--- src/rtl/hdlc_rx_consts.svh ---
// constants for the bit-synchronous framed receiver
// assumes inclusion by bare name from the receiver sources
`ifndef HDLC_RX_CONSTS_SVH
`define HDLC_RX_CONSTS_SVH

// register byte offsets on the Avalon-MM slave
`define RX_OFF_CTRL   4'h0
`define RX_OFF_PARAM  4'h4
`define RX_OFF_STAT   4'h8
`define RX_OFF_BUF    4'hC

// control register fields
`define CTRL_EN_BIT   0
`define CTRL_SEC_BIT  1
`define CTRL_CHK_BIT  2
`define CTRL_RST      3'h0
`define PARAM_RST     8'h00

// status register fields
`define STAT_OVR_BIT  1
`define STAT_END_BIT  4
`define STAT_ERR_BIT  5

// receive buffer register fields
`define BUF_SOM_BIT   8
`define BUF_EOM_BIT   9
`define BUF_RST       10'h000

// line coding
`define CHAR_BITS     8
`define STUFF_ONES    3'h5
`define FLAG_ONES     3'h6
`define ONES_MAX      3'h7

// check register, reflected polynomial shifted lsb first
`define CRC_INIT      16'hFFFF
`define CRC_POLY      16'h8408
`define CRC_GOOD      16'hF0B8

`endif

--- src/rtl/hdlc_rx_pkg.sv ---
// types shared by the framed receiver files
// assumes nothing of its surroundings
package hdlc_rx_pkg;
  typedef logic [7:0]  char_t;
  typedef logic [15:0] crc_t;
  typedef logic [9:0]  rxbuf_t;
endpackage : hdlc_rx_pkg

--- src/rtl/bit_sync_hdlc_receiver.sv ---
// receive section of a bit-synchronous framed line interface
// assumes modem clock and data are asynchronous to clk_i and much slower
//
// Chosen here: the register offsets and register access over Avalon-MM.
`timescale 1ns/1ns
`default_nettype none
`include "hdlc_rx_consts.svh"

// Functional notes
// - receive enable cleared holds all receive timing and control in reset
// - a flag partly received before enabling is never recognized
// - flag recognized at its eighth bit puts receiver into framed state
// - while framed the shift register takes one bit per bit time, except at an inserted zero
// - an inserted zero clocks neither shift register nor check register
// - flag characters never reach the receive buffer
// - each completed message character loads buffer and sets char ready
// - first delivered character carries start-of-message bit 8
// - ready is set on the same edge as the load; overrun tests the prior ready, so load alone gives no overrun
// - software reads the buffer to accept; the read clears char ready
// - loading while char ready still set raises receive overrun
// - secondary match sets receive active and withholds the address char
// - secondary mode compares first char with parameter bits 0-7
// - in primary mode an address-like character is delivered normally
// - with checking on, accumulation starts with the address character
// - every character between flags feeds the check when enabled, except while hunting after a secondary address miss
// - the two check characters are delivered as ordinary final data
// - closing flag loads buffer with end-of-message bit set
// - after closing flag clear message and active, set end seen, stay framed
// - at closing flag raise check error if checking is enabled and accumulated check is bad
module bit_sync_hdlc_receiver (
  input  wire logic        clk_i,
  input  wire logic        arst_n_i,
  input  wire logic [3:0]  avm_address_i,
  input  wire logic        avm_read_i,
  input  wire logic        avm_write_i,
  input  wire logic [31:0] avm_writedata_i,
  input  wire logic [3:0]  avm_byteenable_i,
  output logic      [31:0] avm_readdata_o,
  output logic             avm_waitrequest_o,
  input  wire logic        rx_clk_i,
  input  wire logic        rx_data_i
);
  localparam int CB = `CHAR_BITS;

  function automatic logic is_reg(input logic [3:0] a, input logic [3:0] off);
    return a == off;
  endfunction : is_reg

  // bus side state
  logic [2:0]          ctrl_reg;
  hdlc_rx_pkg::char_t  param_reg;
  logic                waitreq_reg;
  logic [31:0]         rdata_reg;

  // link synchronisers
  logic                rxc_s1, rxc_s2, rxc_s3;
  logic                rxd_s1, rxd_s2;

  // receive state
  logic                framed_reg;
  logic                hunt_reg;
  logic                lead_zero_reg;
  logic [2:0]          ones_reg;
  logic [2:0]          cnt_reg;
  hdlc_rx_pkg::char_t  shift_reg;
  logic                msg_reg;
  logic                active_reg;
  logic [3:0]          en_bits_reg;
  hdlc_rx_pkg::rxbuf_t buf_reg;
  logic                ready_reg;
  logic                overrun_reg;
  logic                end_reg;
  logic                err_reg;
  hdlc_rx_pkg::crc_t   crc_snap_reg;
  hdlc_rx_pkg::crc_t   crc_next;

  // decode
  wire rx_en    = ctrl_reg[`CTRL_EN_BIT];
  wire secondary_station_mode = ctrl_reg[`CTRL_SEC_BIT];
  wire chk_en   = ctrl_reg[`CTRL_CHK_BIT];
  wire bus_req  = avm_read_i | avm_write_i;
  wire rd_take  = avm_read_i & waitreq_reg;
  wire wr_go    = avm_write_i & ~waitreq_reg & avm_byteenable_i[0];
  wire buf_read = rd_take & is_reg(avm_address_i, `RX_OFF_BUF);
  wire wr_ctrl  = wr_go & is_reg(avm_address_i, `RX_OFF_CTRL);
  wire wr_param = wr_go & is_reg(avm_address_i, `RX_OFF_PARAM);
  wire wr_stat  = wr_go & is_reg(avm_address_i, `RX_OFF_STAT);
  wire clr_ovr  = wr_stat & avm_writedata_i[`STAT_OVR_BIT];
  wire clr_end  = wr_stat & avm_writedata_i[`STAT_END_BIT];
  wire clr_err  = wr_stat & avm_writedata_i[`STAT_ERR_BIT];

  wire        bit_en     = rx_en & rxc_s2 & ~rxc_s3;
  wire        rx_bit     = rxd_s2;
  wire        stuffed    = framed_reg & ~rx_bit & (ones_reg == `STUFF_ONES);
  wire        flag_hit   = bit_en & ~rx_bit & (ones_reg == `FLAG_ONES) & lead_zero_reg;
  wire        abort_hit  = bit_en & rx_bit & (ones_reg == `FLAG_ONES);
  wire        shift_en   = bit_en & framed_reg & ~stuffed;
  wire        data_bit   = shift_en & ~flag_hit & ~abort_hit;
  wire        count_full = cnt_reg == 3'(CB - 1);
  wire        char_done  = data_bit & count_full & ~hunt_reg;
  wire [7:0]  new_char   = {rx_bit, shift_reg[7:1]};
  wire        first_char = char_done & ~active_reg;
  wire        addr_ok    = new_char == param_reg;
  wire        sec_match  = first_char & secondary_station_mode & addr_ok;
  wire        sec_miss   = first_char & secondary_station_mode & ~addr_ok;
  wire        load_data  = char_done & (active_reg | ~secondary_station_mode);
  wire        close_hit  = flag_hit & msg_reg;
  wire        load_buf   = load_data | close_hit;
  wire        crc_bad    = crc_snap_reg != `CRC_GOOD;
  wire [6:0]  stat_w     = {framed_reg, err_reg, end_reg, msg_reg, active_reg,
                            overrun_reg, ready_reg};
  wire [31:0] rd_mux     =
    is_reg(avm_address_i, `RX_OFF_CTRL)  ? {29'h0, ctrl_reg}  :
    is_reg(avm_address_i, `RX_OFF_PARAM) ? {24'h0, param_reg} :
    is_reg(avm_address_i, `RX_OFF_STAT)  ? {25'h0, stat_w}    :
    is_reg(avm_address_i, `RX_OFF_BUF)   ? {22'h0, buf_reg}   : 32'h0;

  // check register restarts at every flag, so it begins with the address
  rx_check_crc u_crc (
    .clk_i      (clk_i),
    .arst_n_i   (arst_n_i),
    .clear_i    (~rx_en | flag_hit),
    .step_i     (data_bit & chk_en & ~hunt_reg),
    .bit_i      (rx_bit),
    .crc_next_o (crc_next)
  );

  // Avalon-MM slave: one wait cycle, then the answer
  always_ff @(posedge clk_i or negedge arst_n_i) begin
    if (!arst_n_i) waitreq_reg <= 1'b1;
    else waitreq_reg <= ~(bus_req & waitreq_reg);
  end

  always_ff @(posedge clk_i or negedge arst_n_i) begin
    if (!arst_n_i) rdata_reg <= 32'h0;
    else if (rd_take) rdata_reg <= rd_mux;
  end

  always_ff @(posedge clk_i or negedge arst_n_i) begin
    if (!arst_n_i) begin
      ctrl_reg  <= `CTRL_RST;
      param_reg <= `PARAM_RST;
    end else begin
      if (wr_ctrl) ctrl_reg <= avm_writedata_i[2:0];
      if (wr_param) param_reg <= avm_writedata_i[7:0];
    end
  end

  assign avm_waitrequest_o = waitreq_reg;
  assign avm_readdata_o    = rdata_reg;

  // modem pins pass two flops; s3 only serves the edge finder
  always_ff @(posedge clk_i or negedge arst_n_i) begin
    if (!arst_n_i) begin
      {rxc_s1, rxc_s2, rxc_s3} <= 3'h0;
      {rxd_s1, rxd_s2}         <= 2'h0;
    end else begin
      {rxc_s1, rxc_s2, rxc_s3} <= {rx_clk_i, rxc_s1, rxc_s2};
      {rxd_s1, rxd_s2}         <= {rx_data_i, rxd_s1};
    end
  end

  // ones run and leading zero; both wiped while disabled
  always_ff @(posedge clk_i or negedge arst_n_i) begin
    if (!arst_n_i) begin
      ones_reg      <= 3'h0;
      lead_zero_reg <= 1'b0;
    end else if (!rx_en) begin
      ones_reg      <= 3'h0;
      lead_zero_reg <= 1'b0;
    end else if (bit_en) begin
      ones_reg      <= rx_bit ? ((ones_reg == `ONES_MAX) ? ones_reg : ones_reg + 3'h1) : 3'h0;
      lead_zero_reg <= lead_zero_reg | ~rx_bit;
    end
  end

  // bits seen since enabling, saturating; lets the partial-flag check count
  always_ff @(posedge clk_i or negedge arst_n_i) begin
    if (!arst_n_i) en_bits_reg <= 4'h0;
    else if (!rx_en) en_bits_reg <= 4'h0;
    else if (bit_en && en_bits_reg != 4'(CB)) en_bits_reg <= en_bits_reg + 4'h1;
  end

  // framing, hunting and character count
  always_ff @(posedge clk_i or negedge arst_n_i) begin
    if (!arst_n_i) begin
      framed_reg <= 1'b0;
      hunt_reg   <= 1'b0;
      cnt_reg    <= 3'h0;
    end else if (!rx_en || abort_hit) begin
      framed_reg <= 1'b0;
      hunt_reg   <= 1'b0;
      cnt_reg    <= 3'h0;
    end else if (flag_hit) begin
      framed_reg <= 1'b1;
      hunt_reg   <= 1'b0;
      cnt_reg    <= 3'h0;
    end else begin
      if (sec_miss) hunt_reg <= 1'b1;
      if (data_bit) cnt_reg <= count_full ? 3'h0 : cnt_reg + 3'h1;
    end
  end

  // flag bits pass through here but never reach the buffer
  always_ff @(posedge clk_i or negedge arst_n_i) begin
    if (!arst_n_i) shift_reg <= 8'h00;
    else if (!rx_en) shift_reg <= 8'h00;
    else if (shift_en) shift_reg <= new_char;
  end

  // message state; a secondary address match raises active only,
  // the first delivered character then opens the message
  always_ff @(posedge clk_i or negedge arst_n_i) begin
    if (!arst_n_i) begin
      msg_reg    <= 1'b0;
      active_reg <= 1'b0;
    end else if (!rx_en || abort_hit || flag_hit) begin
      msg_reg    <= 1'b0;
      active_reg <= 1'b0;
    end else if (first_char && (addr_ok || !secondary_station_mode)) begin
      msg_reg    <= ~secondary_station_mode;
      active_reg <= 1'b1;
    end else if (load_data) begin
      msg_reg    <= 1'b1;
    end
  end

  // receive buffer; the check snapshot is taken at each char boundary
  always_ff @(posedge clk_i or negedge arst_n_i) begin
    if (!arst_n_i) buf_reg <= `BUF_RST;
    else if (close_hit) buf_reg <= {1'b1, 1'b0, 8'h00};
    else if (load_data) buf_reg <= {1'b0, ~msg_reg, new_char};
  end

  always_ff @(posedge clk_i or negedge arst_n_i) begin
    if (!arst_n_i) crc_snap_reg <= `CRC_INIT;
    else if (char_done) crc_snap_reg <= crc_next;
  end

  // sticky flags: hardware set wins over software clear
  always_ff @(posedge clk_i or negedge arst_n_i) begin
    if (!arst_n_i) begin
      ready_reg   <= 1'b0;
      overrun_reg <= 1'b0;
    end else begin
      if (load_buf) ready_reg <= 1'b1;
      else if (buf_read) ready_reg <= 1'b0;
      if (load_buf && ready_reg) overrun_reg <= 1'b1;
      else if (clr_ovr) overrun_reg <= 1'b0;
    end
  end

  always_ff @(posedge clk_i or negedge arst_n_i) begin
    if (!arst_n_i) begin
      end_reg <= 1'b0;
      err_reg <= 1'b0;
    end else begin
      if (close_hit) end_reg <= 1'b1;
      else if (clr_end) end_reg <= 1'b0;
      if (close_hit && chk_en && crc_bad) err_reg <= 1'b1;
      else if (clr_err) err_reg <= 1'b0;
    end
  end

  property p_disabled_idle;
    @(posedge clk_i) disable iff (!arst_n_i)
    !rx_en |=> !framed_reg && !msg_reg && ones_reg == 3'h0 && cnt_reg == 3'h0;
  endproperty
  a_disabled_idle: assert property (p_disabled_idle)
    else $error("receiver state not held while disabled");

  property p_partial_flag;
    @(posedge clk_i) disable iff (!arst_n_i)
    flag_hit |-> en_bits_reg >= 4'(CB - 1);
  endproperty
  a_partial_flag: assert property (p_partial_flag)
    else $error("flag recognized before eight bits after enabling");

  property p_flag_frames;
    @(posedge clk_i) disable iff (!arst_n_i)
    flag_hit |=> framed_reg && cnt_reg == 3'h0;
  endproperty
  a_flag_frames: assert property (p_flag_frames)
    else $error("flag did not frame the receiver");

  property p_stuff_drop;
    @(posedge clk_i) disable iff (!arst_n_i)
    bit_en && stuffed |=> $stable(shift_reg) && $stable(cnt_reg);
  endproperty
  a_stuff_drop: assert property (p_stuff_drop)
    else $error("inserted zero was clocked in");

  property p_load_char;
    @(posedge clk_i) disable iff (!arst_n_i)
    load_data |=> ready_reg && buf_reg[7:0] == $past(new_char) && !buf_reg[`BUF_EOM_BIT];
  endproperty
  a_load_char: assert property (p_load_char)
    else $error("character not loaded with ready set");

  property p_som;
    @(posedge clk_i) disable iff (!arst_n_i)
    load_data && !msg_reg |=> buf_reg[`BUF_SOM_BIT] && msg_reg && active_reg;
  endproperty
  a_som: assert property (p_som)
    else $error("first character lacks start-of-message");

  property p_read_clears;
    @(posedge clk_i) disable iff (!arst_n_i)
    buf_read && !load_buf |=> !ready_reg;
  endproperty
  a_read_clears: assert property (p_read_clears)
    else $error("buffer read did not clear ready");

  property p_overrun;
    @(posedge clk_i) disable iff (!arst_n_i)
    load_buf && ready_reg |=> overrun_reg;
  endproperty
  a_overrun: assert property (p_overrun)
    else $error("reload over unread character missed overrun");

  property p_no_overrun;
    @(posedge clk_i) disable iff (!arst_n_i)
    load_buf && !ready_reg && !overrun_reg |=> !overrun_reg;
  endproperty
  a_no_overrun: assert property (p_no_overrun)
    else $error("load into empty buffer raised overrun");

  property p_sec_withhold;
    @(posedge clk_i) disable iff (!arst_n_i)
    sec_match |=> active_reg && !msg_reg && $stable(buf_reg) && !$rose(ready_reg);
  endproperty
  a_sec_withhold: assert property (p_sec_withhold)
    else $error("secondary address was delivered");

  property p_close;
    @(posedge clk_i) disable iff (!arst_n_i)
    close_hit |=> buf_reg[`BUF_EOM_BIT] && end_reg && !msg_reg && !active_reg && framed_reg;
  endproperty
  a_close: assert property (p_close)
    else $error("closing flag handling wrong");

  property p_check_err;
    @(posedge clk_i) disable iff (!arst_n_i)
    close_hit && chk_en && crc_bad |=> err_reg;
  endproperty
  a_check_err: assert property (p_check_err)
    else $error("bad check not flagged at closing flag");
endmodule : bit_sync_hdlc_receiver
`default_nettype wire

--- src/rtl/rx_check_crc.sv ---
// serial check register for received frames, one bit per step
// assumes step_i and clear_i come from logic on clk_i
`timescale 1ns/1ns
`default_nettype none
`include "hdlc_rx_consts.svh"

module rx_check_crc #(
  parameter hdlc_rx_pkg::crc_t POLY = `CRC_POLY,
  parameter hdlc_rx_pkg::crc_t INIT = `CRC_INIT
) (
  input  wire logic         clk_i,
  input  wire logic         arst_n_i,
  input  wire logic         clear_i,
  input  wire logic         step_i,
  input  wire logic         bit_i,
  output hdlc_rx_pkg::crc_t crc_next_o
);
  hdlc_rx_pkg::crc_t crc_reg;
  hdlc_rx_pkg::crc_t shifted;
  wire               fb = crc_reg[0] ^ bit_i;

  assign shifted    = {1'b0, crc_reg[15:1]};
  assign crc_next_o = clear_i ? INIT : (step_i ? (fb ? shifted ^ POLY : shifted) : crc_reg);

  always_ff @(posedge clk_i or negedge arst_n_i) begin
    if (!arst_n_i) crc_reg <= `CRC_INIT;
    else crc_reg <= crc_next_o;
  end
endmodule : rx_check_crc
`default_nettype wire

--- config.mk ---
export PLATFORM = sky130hd
export DESIGN_NAME = bit_sync_hdlc_receiver
export DESIGN_NICKNAME = d
export VERILOG_FILES = /design/src/rtl/hdlc_rx_pkg.sv /design/src/rtl/bit_sync_hdlc_receiver.sv /design/src/rtl/rx_check_crc.sv
export VERILOG_INCLUDE_DIRS = /design/src /design/src/rtl
export SDC_FILE = /design/constraint.sdc
export NUM_CORES = 1
export LEC_CHECK = 0
export BUFFER_PORTS_ARGS = -buffer_cell sky130_fd_sc_hd__buf_2
export CORE_MARGIN = 2
export CORE_UTILIZATION = 50
export DETAILED_ROUTE_END_ITERATION = 6
export GPL_TIMING_DRIVEN = 0
export PLACE_DENSITY = 0.74
export SLEW_MARGIN = 10
export SYNTH_ARGS = -nofsm -noshare
export SYNTH_HDL_FRONTEND = slang
export SYNTH_SLANG_ARGS = --single-unit
--- constraint.sdc ---
create_clock -name clk_i -period 1.5 [get_ports clk_i]
set_clock_uncertainty 0.05 [all_clocks]
set_input_delay 0.225 -clock clk_i [delete_from_list [all_inputs] [get_ports clk_i]]
set_output_delay 0.225 -clock clk_i [all_outputs]
set_load 0.02 [all_outputs]
==> impl_metrics.json, run 1 <==
{
  "drtIter0Drc": 169,
  "pwr_density_cell_nw_per_um2": 897,
  "antenna-diode-count": 0,
  "number_of_vias_per_cell_after_detailed_routing": 5.56,
  "first_pass_grt_wire_length_um": 15800,
  "yosys_register_bits": 91,
  "avgSynthCellArea_um2": 11.9,
  "seq_area_um2": 2320,
  "worstReg2RegStart": "rxc_s3",
  "crit_path_start_kind": "flip-flop",
  "setup_repair_after_global_routing_missed_its_margin": "yes",
  "worstHoldStart": "avm_read_i",
  "routed_wire_length_per_instance_um": 19.0,
  "clk_transition_reported_paths_ps": 100,
  "place_congestion": 0.851,
  "cts_tree": "built",
  "clock_tree.root_cell": "sky130_fd_sc_hd__clkbuf_8",
  "final_cell_count_no_fill": 564,
  "gr-total-overflow": 0,
  "timing.final.max_slew_violations": 0,
  "routed-via-count": 3138,
  "grt_max_degree": 64,
  "worstHoldPathCells": 2,
  "final.min_clock_period_ps": 1720,
  "filler_cells_inserted": 551,
  "antenna_found_initial": 0,
  "synth_sequential_area_ratio": 0.540,
  "area_growth_syn_to_layout_pct": 32.9,
  "synth_edf_count": 0,
  "multi_input_area_um2": 2190,
  "yosysWarnings": 0,
  "synth_async_sr_flop_share": 1.00,
  "detail_route.first_pass.iterations": 5,
  "drive_gt1_frac": 0.497,
  "finalSetupViolations": 63,
  "violations": "setup timing",
  "maxClockFrequency_mhz": 582,
  "timing.critical_path.fanout_max": 10,
  "post_synth_inst_count": 361,
  "design.core.area_um2": 8260,
  "finish.net_count": 506,
  "dp.cells": 517,
  "clock_latency_ps": 370,
  "numClockSinks": 91,
  "post-layout-total-power_mw": 5.11,
  "ioPinCount": 79,
  "cp.required_ps": 1740,
  "critPathKind": "reg -> reg",
  "leakagePower_nw": 2.51,
  "io_buffer_count": 29,
  "outcome": "finished, violations left",
  "drtAntennaViolNets": 0,
  "hpwl_um": 6220,
  "reg2reg_to": "crc_snap_reg[0]",
  "first_global_vias": 3120,
  "tritoncts.num_buffers": 9,
  "reg2reg_slack_ps": -220,
  "die_outline_area_um2": 9340,
  "synthesis.area_um2": 4290,
  "synth-main-ff-cell": "sky130_fd_sc_hd__dfrtp_1",
  "rr_worst_depth": 7,
  "placementRows": 33,
  "fp.dieW_um": 96.6,
  "cts_buffer_depth": 2,
  "remaining_drc_errors": 0,
  "vdd_ir_drop_max_mv": 0.475,
  "layout_worst_path_cycle_share": 1.15,
  "cts-htree-levels": 3,
  "holdCritPathClass": "in -> reg",
  "die_y_um": 96.6,
  "whs_endpoint": "avm_waitrequest_o",
  "hold_viol": 0,
  "groute.usage.overall": 0.212,
  "maxCapViolations": 0,
  "timing.critical_path.to_type": "flip-flop",
  "post_synth_num_cell_types": 53,
  "setup_ws_ps": -220,
  "floorplan.initialDensity": 0.520,
  "finalWirelength_um": 10700,
  "arrival_time_reported_for_the_critical_path_endpoint_ps": 1960
}
## synthesized netlist by cell type, types with 3 or more instances
library cell                count  share of area
sky130_fd_sc_hd__inv_1          6         0.0052
sky130_fd_sc_hd__mux2_2        15          0.039
sky130_fd_sc_hd__mux4_2         3          0.016
sky130_fd_sc_hd__buf_4         23          0.040
sky130_fd_sc_hd__nor4b_1        3         0.0061
sky130_fd_sc_hd__o2bb2ai_1      3         0.0061
sky130_fd_sc_hd__dfrtp_1       58           0.34
sky130_fd_sc_hd__o21ai_0       11          0.013
sky130_fd_sc_hd__a22oi_1        6          0.010
sky130_fd_sc_hd__a22o_1        14          0.029
sky130_fd_sc_hd__nand4_1        4         0.0058
sky130_fd_sc_hd__nand3_1        4         0.0047
sky130_fd_sc_hd__ha_1           6          0.017
sky130_fd_sc_hd__buf_2          6         0.0070
sky130_fd_sc_hd__nor2b_1       11          0.016
sky130_fd_sc_hd__clkbuf_1       3         0.0026
sky130_fd_sc_hd__nand2_1       39          0.034
sky130_fd_sc_hd__buf_6          4          0.010
sky130_fd_sc_hd__and4b_1        4         0.0093
sky130_fd_sc_hd__a21oi_1       17          0.020
sky130_fd_sc_hd__xnor2_1       11          0.022
sky130_fd_sc_hd__nor2_1        20          0.017
sky130_fd_sc_hd__dfstp_2       33           0.20
sky130_fd_sc_hd__mux2i_1       23          0.054
## cells by family after synthesis
logic type | synth area share
AO/OA/AOI/OAI | 0.110
XOR/XNOR | 0.0224
adder cells (fa/ha/maj) | 0.0175
buffers and inverters | 0.0691
flip-flops | 0.540
multiplexers | 0.109
other | 0.000874
AND/OR/NAND/NOR | 0.131
## layer usage
layer  share of wire  vias up  GRT usage
li1                -     1427          -
met1            0.42     1575      0.288
met2            0.51      113      0.346
met3           0.049       23     0.0289
met4           0.022        0     0.0845
met5               0        -          0
## repair_timing
item,in CTS,in global routing
endpoints found under the hold margin,31,0
gates resized for setup,44,50
setup endpoints to repair,72,68
hold buffers,4,0
gates cloned,2,1
setup buffers,16,10
pin swaps,10,17
## report_power, final
part / internal, mW / switching [mW]
registers: 2.53 / 0.0737
logic: 0.253 / 0.326
clock network: 0.988 / 0.944
total: 3.77 / 1.34
## how the worst max path moves through the flow
stage               slack, ps              end         from  cells past startpoint
global placement         -600       buf_reg[8]     arst_n_i                      1
detailed placement       -320         hunt_reg  ctrl_reg[0]                      4
finish                   -220  crc_snap_reg[0]       rxc_s3                      7
global route             -300  crc_snap_reg[0]   cnt_reg[0]                      8
CTS                      -150  crc_snap_reg[7]  ones_reg[1]                      7
floorplan                 -60       buf_reg[3]  ones_reg[0]                      7
## worst max-delay path, stage by stage, from the launching register on
cell	delay (ps)
sky130_fd_sc_hd__dfrtp_1	400
sky130_fd_sc_hd__and4b_1	280
sky130_fd_sc_hd__buf_6	130
sky130_fd_sc_hd__and4_4	270
sky130_fd_sc_hd__buf_8	130
sky130_fd_sc_hd__buf_8	150
sky130_fd_sc_hd__nor2_1	60
sky130_fd_sc_hd__a21oi_1	170
## placed cells by master, fill, tap and decap left out, types with 4 or more instances in the layout
| cell type | n |
|---|---|
| sky130_fd_sc_hd__buf_2 | 30 |
| sky130_fd_sc_hd__nand4_1 | 4 |
| sky130_fd_sc_hd__buf_4 | 43 |
| sky130_fd_sc_hd__a21oi_2 | 9 |
| sky130_fd_sc_hd__mux2i_4 | 11 |
| sky130_fd_sc_hd__a22oi_1 | 6 |
| sky130_fd_sc_hd__buf_12 | 4 |
| sky130_fd_sc_hd__buf_6 | 10 |
| sky130_fd_sc_hd__ha_4 | 4 |
| sky130_fd_sc_hd__nor2_1 | 17 |
| sky130_fd_sc_hd__mux2_2 | 14 |
| sky130_fd_sc_hd__dfrtp_2 | 4 |
| sky130_fd_sc_hd__dlygate4sd3_1 | 4 |
| sky130_fd_sc_hd__dfstp_2 | 33 |
| sky130_fd_sc_hd__inv_1 | 4 |
| sky130_fd_sc_hd__mux2i_1 | 6 |
| sky130_fd_sc_hd__dfrtp_1 | 54 |
| sky130_fd_sc_hd__conb_1 | 22 |
| sky130_fd_sc_hd__a22o_1 | 14 |
| sky130_fd_sc_hd__mux2i_2 | 6 |
| sky130_fd_sc_hd__nor2b_1 | 10 |
| sky130_fd_sc_hd__a21oi_1 | 8 |
| sky130_fd_sc_hd__clkbuf_8 | 9 |
| sky130_fd_sc_hd__nand2_1 | 38 |
| sky130_fd_sc_hd__o21ai_0 | 5 |
| sky130_fd_sc_hd__xnor2_1 | 10 |
| sky130_fd_sc_hd__nand3_1 | 4 |
## cell type report
cell class                      instances  share of cell area
Sequential cell                        91               0.408
Multi-Input combinational cell        249               0.385
Timing Repair Buffer                   62              0.0876
Buffer                                 35              0.0520
Clock buffer                           11              0.0305
Tap cell                              105              0.0230
Clock inverter                          5              0.0105
Inverter                                6             0.00395
## through the flow
stage           util  worst slack, ps  hold WS, ps  area, um^2  TNS, ps
2_1_floorplan      -            -57.2         -121        4450    -1290
3_3_place_gp   0.572             -598          282        4720   -47860
3_5_place_dp   0.575             -323          128        4750    -9700
4_1_cts        0.650             -152         10.1        5370    -6140
5_1_grt        0.690             -304         18.4        5700   -11130
6_report       0.690             -220         15.5        5700    -7970
No activity file was read; power rests on OpenSTA's default activity.
==> inputs of run 2 (changes only) <==
Settings changed: RECOVER_POWER set to 50, SLEW_MARGIN 10 to 20.
==> run 2 against run 1 <==
- the run still ends with setup timing left
- core utilization up 0.29 points
- first-iteration DRC count is 5.9% lower
- sequential power hardly changed
- non-clock buffer count down 1
- hold slack got worse by 10 ps
- die area unchanged
- largest power group unchanged
==> impl_metrics.json, run 2 (synthesized netlist as in run 1, its figures left out) <==
{
  "groute.usage.overall": 0.213,
  "drtAntennaViolNets": 0,
  "clock_latency_ps": 380,
  "crit_start": "ones_reg[1]",
  "top_usage_layer": "met2",
  "place_worst_setup_slack_ps": -323,
  "holdCritPathClass": "in -> reg",
  "maxClockFrequency_mhz": 584,
  "fp.dieW_um": 96.6,
  "detail_route.first_pass.iterations": 4,
  "drtIter0Drc": 159,
  "antenna-diode-count": 0,
  "cts_tree": "built",
  "maxCapViolations": 0,
  "power.switching_mw": 1.35,
  "filler_cells_inserted": 558,
  "clk_transition_reported_paths_ps": 90,
  "drive_gt1_frac": 0.491,
  "die_outline_area_um2": 9340,
  "arrival_time_reported_for_the_critical_path_endpoint_ps": 1960,
  "worstHoldStart": "avm_read_i",
  "met1_layer_usage_reported_by_global_route": 0.286,
  "routed_wire_length_per_instance_um": 19.3,
  "pwr_density_cell_nw_per_um2": 893,
  "cell_internal_pwr_mw": 3.76,
  "design.core.area_um2": 8260,
  "pwr-share-clk": 0.379,
  "leakagePower_nw": 2.50,
  "cts_buffer_depth": 2,
  "remaining_drc_errors": 0,
  "power_frac_comb": 0.112,
  "cts-htree-levels": 3,
  "io_buffer_count": 29,
  "critPathKind": "reg -> reg",
  "sw_frac_of_total": 0.264,
  "final.min_clock_period_ps": 1710,
  "layout_common_cells": "sky130_fd_sc_hd__dfrtp_1, sky130_fd_sc_hd__buf_4, sky130_fd_sc_hd__nand2_1",
  "finalWirelength_um": 10900,
  "grt_util_met2": 0.342,
  "antenna_found_initial": 0,
  "vdd_ir_drop_max_mv": 0.581,
  "postPlaceCellArea_um2": 4740,
  "setup_ws_ps": -212,
  "grt_max_degree": 54,
  "floorplan.initialDensity": 0.520,
  "final_cell_area_um2": 5730,
  "multi_input_area_um2": 2230,
  "layout_worst_path_cycle_share": 1.14,
  "setup_repair_after_global_routing_missed_its_margin": "yes",
  "timing.final.max_slew_violations": 0,
  "number_of_vias_per_cell_after_detailed_routing": 5.62,
  "routed-via-count": 3165,
  "finalSetupViolations": 65,
  "fin_tns_setup_ps": -8600,
  "place_congestion": 0.851,
  "numClockSinks": 91,
  "max_slew.worst_pin.slew_ps": 726,
  "worstReg2RegStart": "ones_reg[1]",
  "ioPinCount": 79,
  "cp.required_ps": 1750,
  "first_pass_grt_wire_length_um": 15800,
  "clock_tree.root_cell": "sky130_fd_sc_hd__clkbuf_8",
  "first_global_vias": 3094,
  "timing.critical_path.to_type": "flip-flop",
  "hold_viol": 0,
  "p_seq_frac": 0.509,
  "finish.net_count": 505,
  "timing.slew.headroom": 0.516,
  "tritoncts.num_buffers": 9,
  "layout.cells.most_common": "sky130_fd_sc_hd__dfrtp_1",
  "placementRows": 33,
  "grt_use_met3": 0.0397,
  "layout.core_utilization": 0.693,
  "outcome": "finished, violations left",
  "hpwl_um": 6240,
  "die_y_um": 96.6,
  "gr-total-overflow": 0,
  "seq_area_um2": 2320,
  "timing.critical_path.fanout_max": 5,
  "violations": "setup timing",
  "crit_path_start_kind": "flip-flop",
  "area_growth_syn_to_layout_pct": 33.4
}
==> run 2: critical path: stages, from the launching register on <==
cell	delay, ps
sky130_fd_sc_hd__dfrtp_2	460
sky130_fd_sc_hd__inv_2	80
sky130_fd_sc_hd__ha_4	130
sky130_fd_sc_hd__nand3b_4	120
sky130_fd_sc_hd__nand4_4	210
sky130_fd_sc_hd__clkbuf_16	220
sky130_fd_sc_hd__mux2i_4	270
sky130_fd_sc_hd__nand2_1	90
==> run 2: cell type report <==
type,instances,area share
buffer,37,0.0540
clock buffer,11,0.0304
clock inverter,5,0.0105
inverter,6,0.00393
multi-input combinational,249,0.390
sequential,91,0.406
tap,105,0.0229
timing repair buffer,59,0.0828
==> run 2: per-stage QoR <==
| stage | hold WS, ps | std cells | power (mW) |
|---|---|---|---|
| floorplan | -121 | 382 | 2.94 |
| global placement | 282 | 516 | 3.10 |
| detailed placement | 261 | 517 | 3.12 |
| CTS | 8.92 | 556 | 5.05 |
| global route | -3.31 | 563 | 5.32 |
| finish | 5.24 | 563 | 5.12 |
==> run 2: metal layers <==
layer,up-vias,part of all wire
met5,-,0
met4,0,0.019
met3,22,0.055
met2,112,0.52
met1,1608,0.41
li1,1423,-
==> run 2: timing repair <==
action,CTS,global route
hold buffers,4,0
pin swaps,7,12
buffers inserted,16,6
endpoints found under the setup margin,72,76
gates cloned,3,1
gates resized for setup,53,47
hold endpoints to repair,48,0
==> run 2: path summary, 6_finish.rpt <==
kind | endpoint | slack, ps | cells after the start
max | u_crc.crc_reg[2] | -210 | 7
min | avm_waitrequest_o | 5 | 2
max reg2reg | u_crc.crc_reg[2] | -210 | 7
min reg2reg | rxc_s2 | 310 | 0
max in group asynchronous | crc_snap_reg[7] | 260 | 3
min in group asynchronous | avm_readdata_o[6] | 420 | 2
==> run 2: power groups by stage <==
stage | clock [mW] | sequential, mW | combinational (mW)
after floorplan | 0 | 2.63 | 0.313
after global placement | 0 | 2.63 | 0.462
after detailed placement | 0 | 2.64 | 0.476
after CTS | 1.92 | 2.59 | 0.537
after global routing | 2.09 | 2.61 | 0.614
final | 1.94 | 2.60 | 0.574
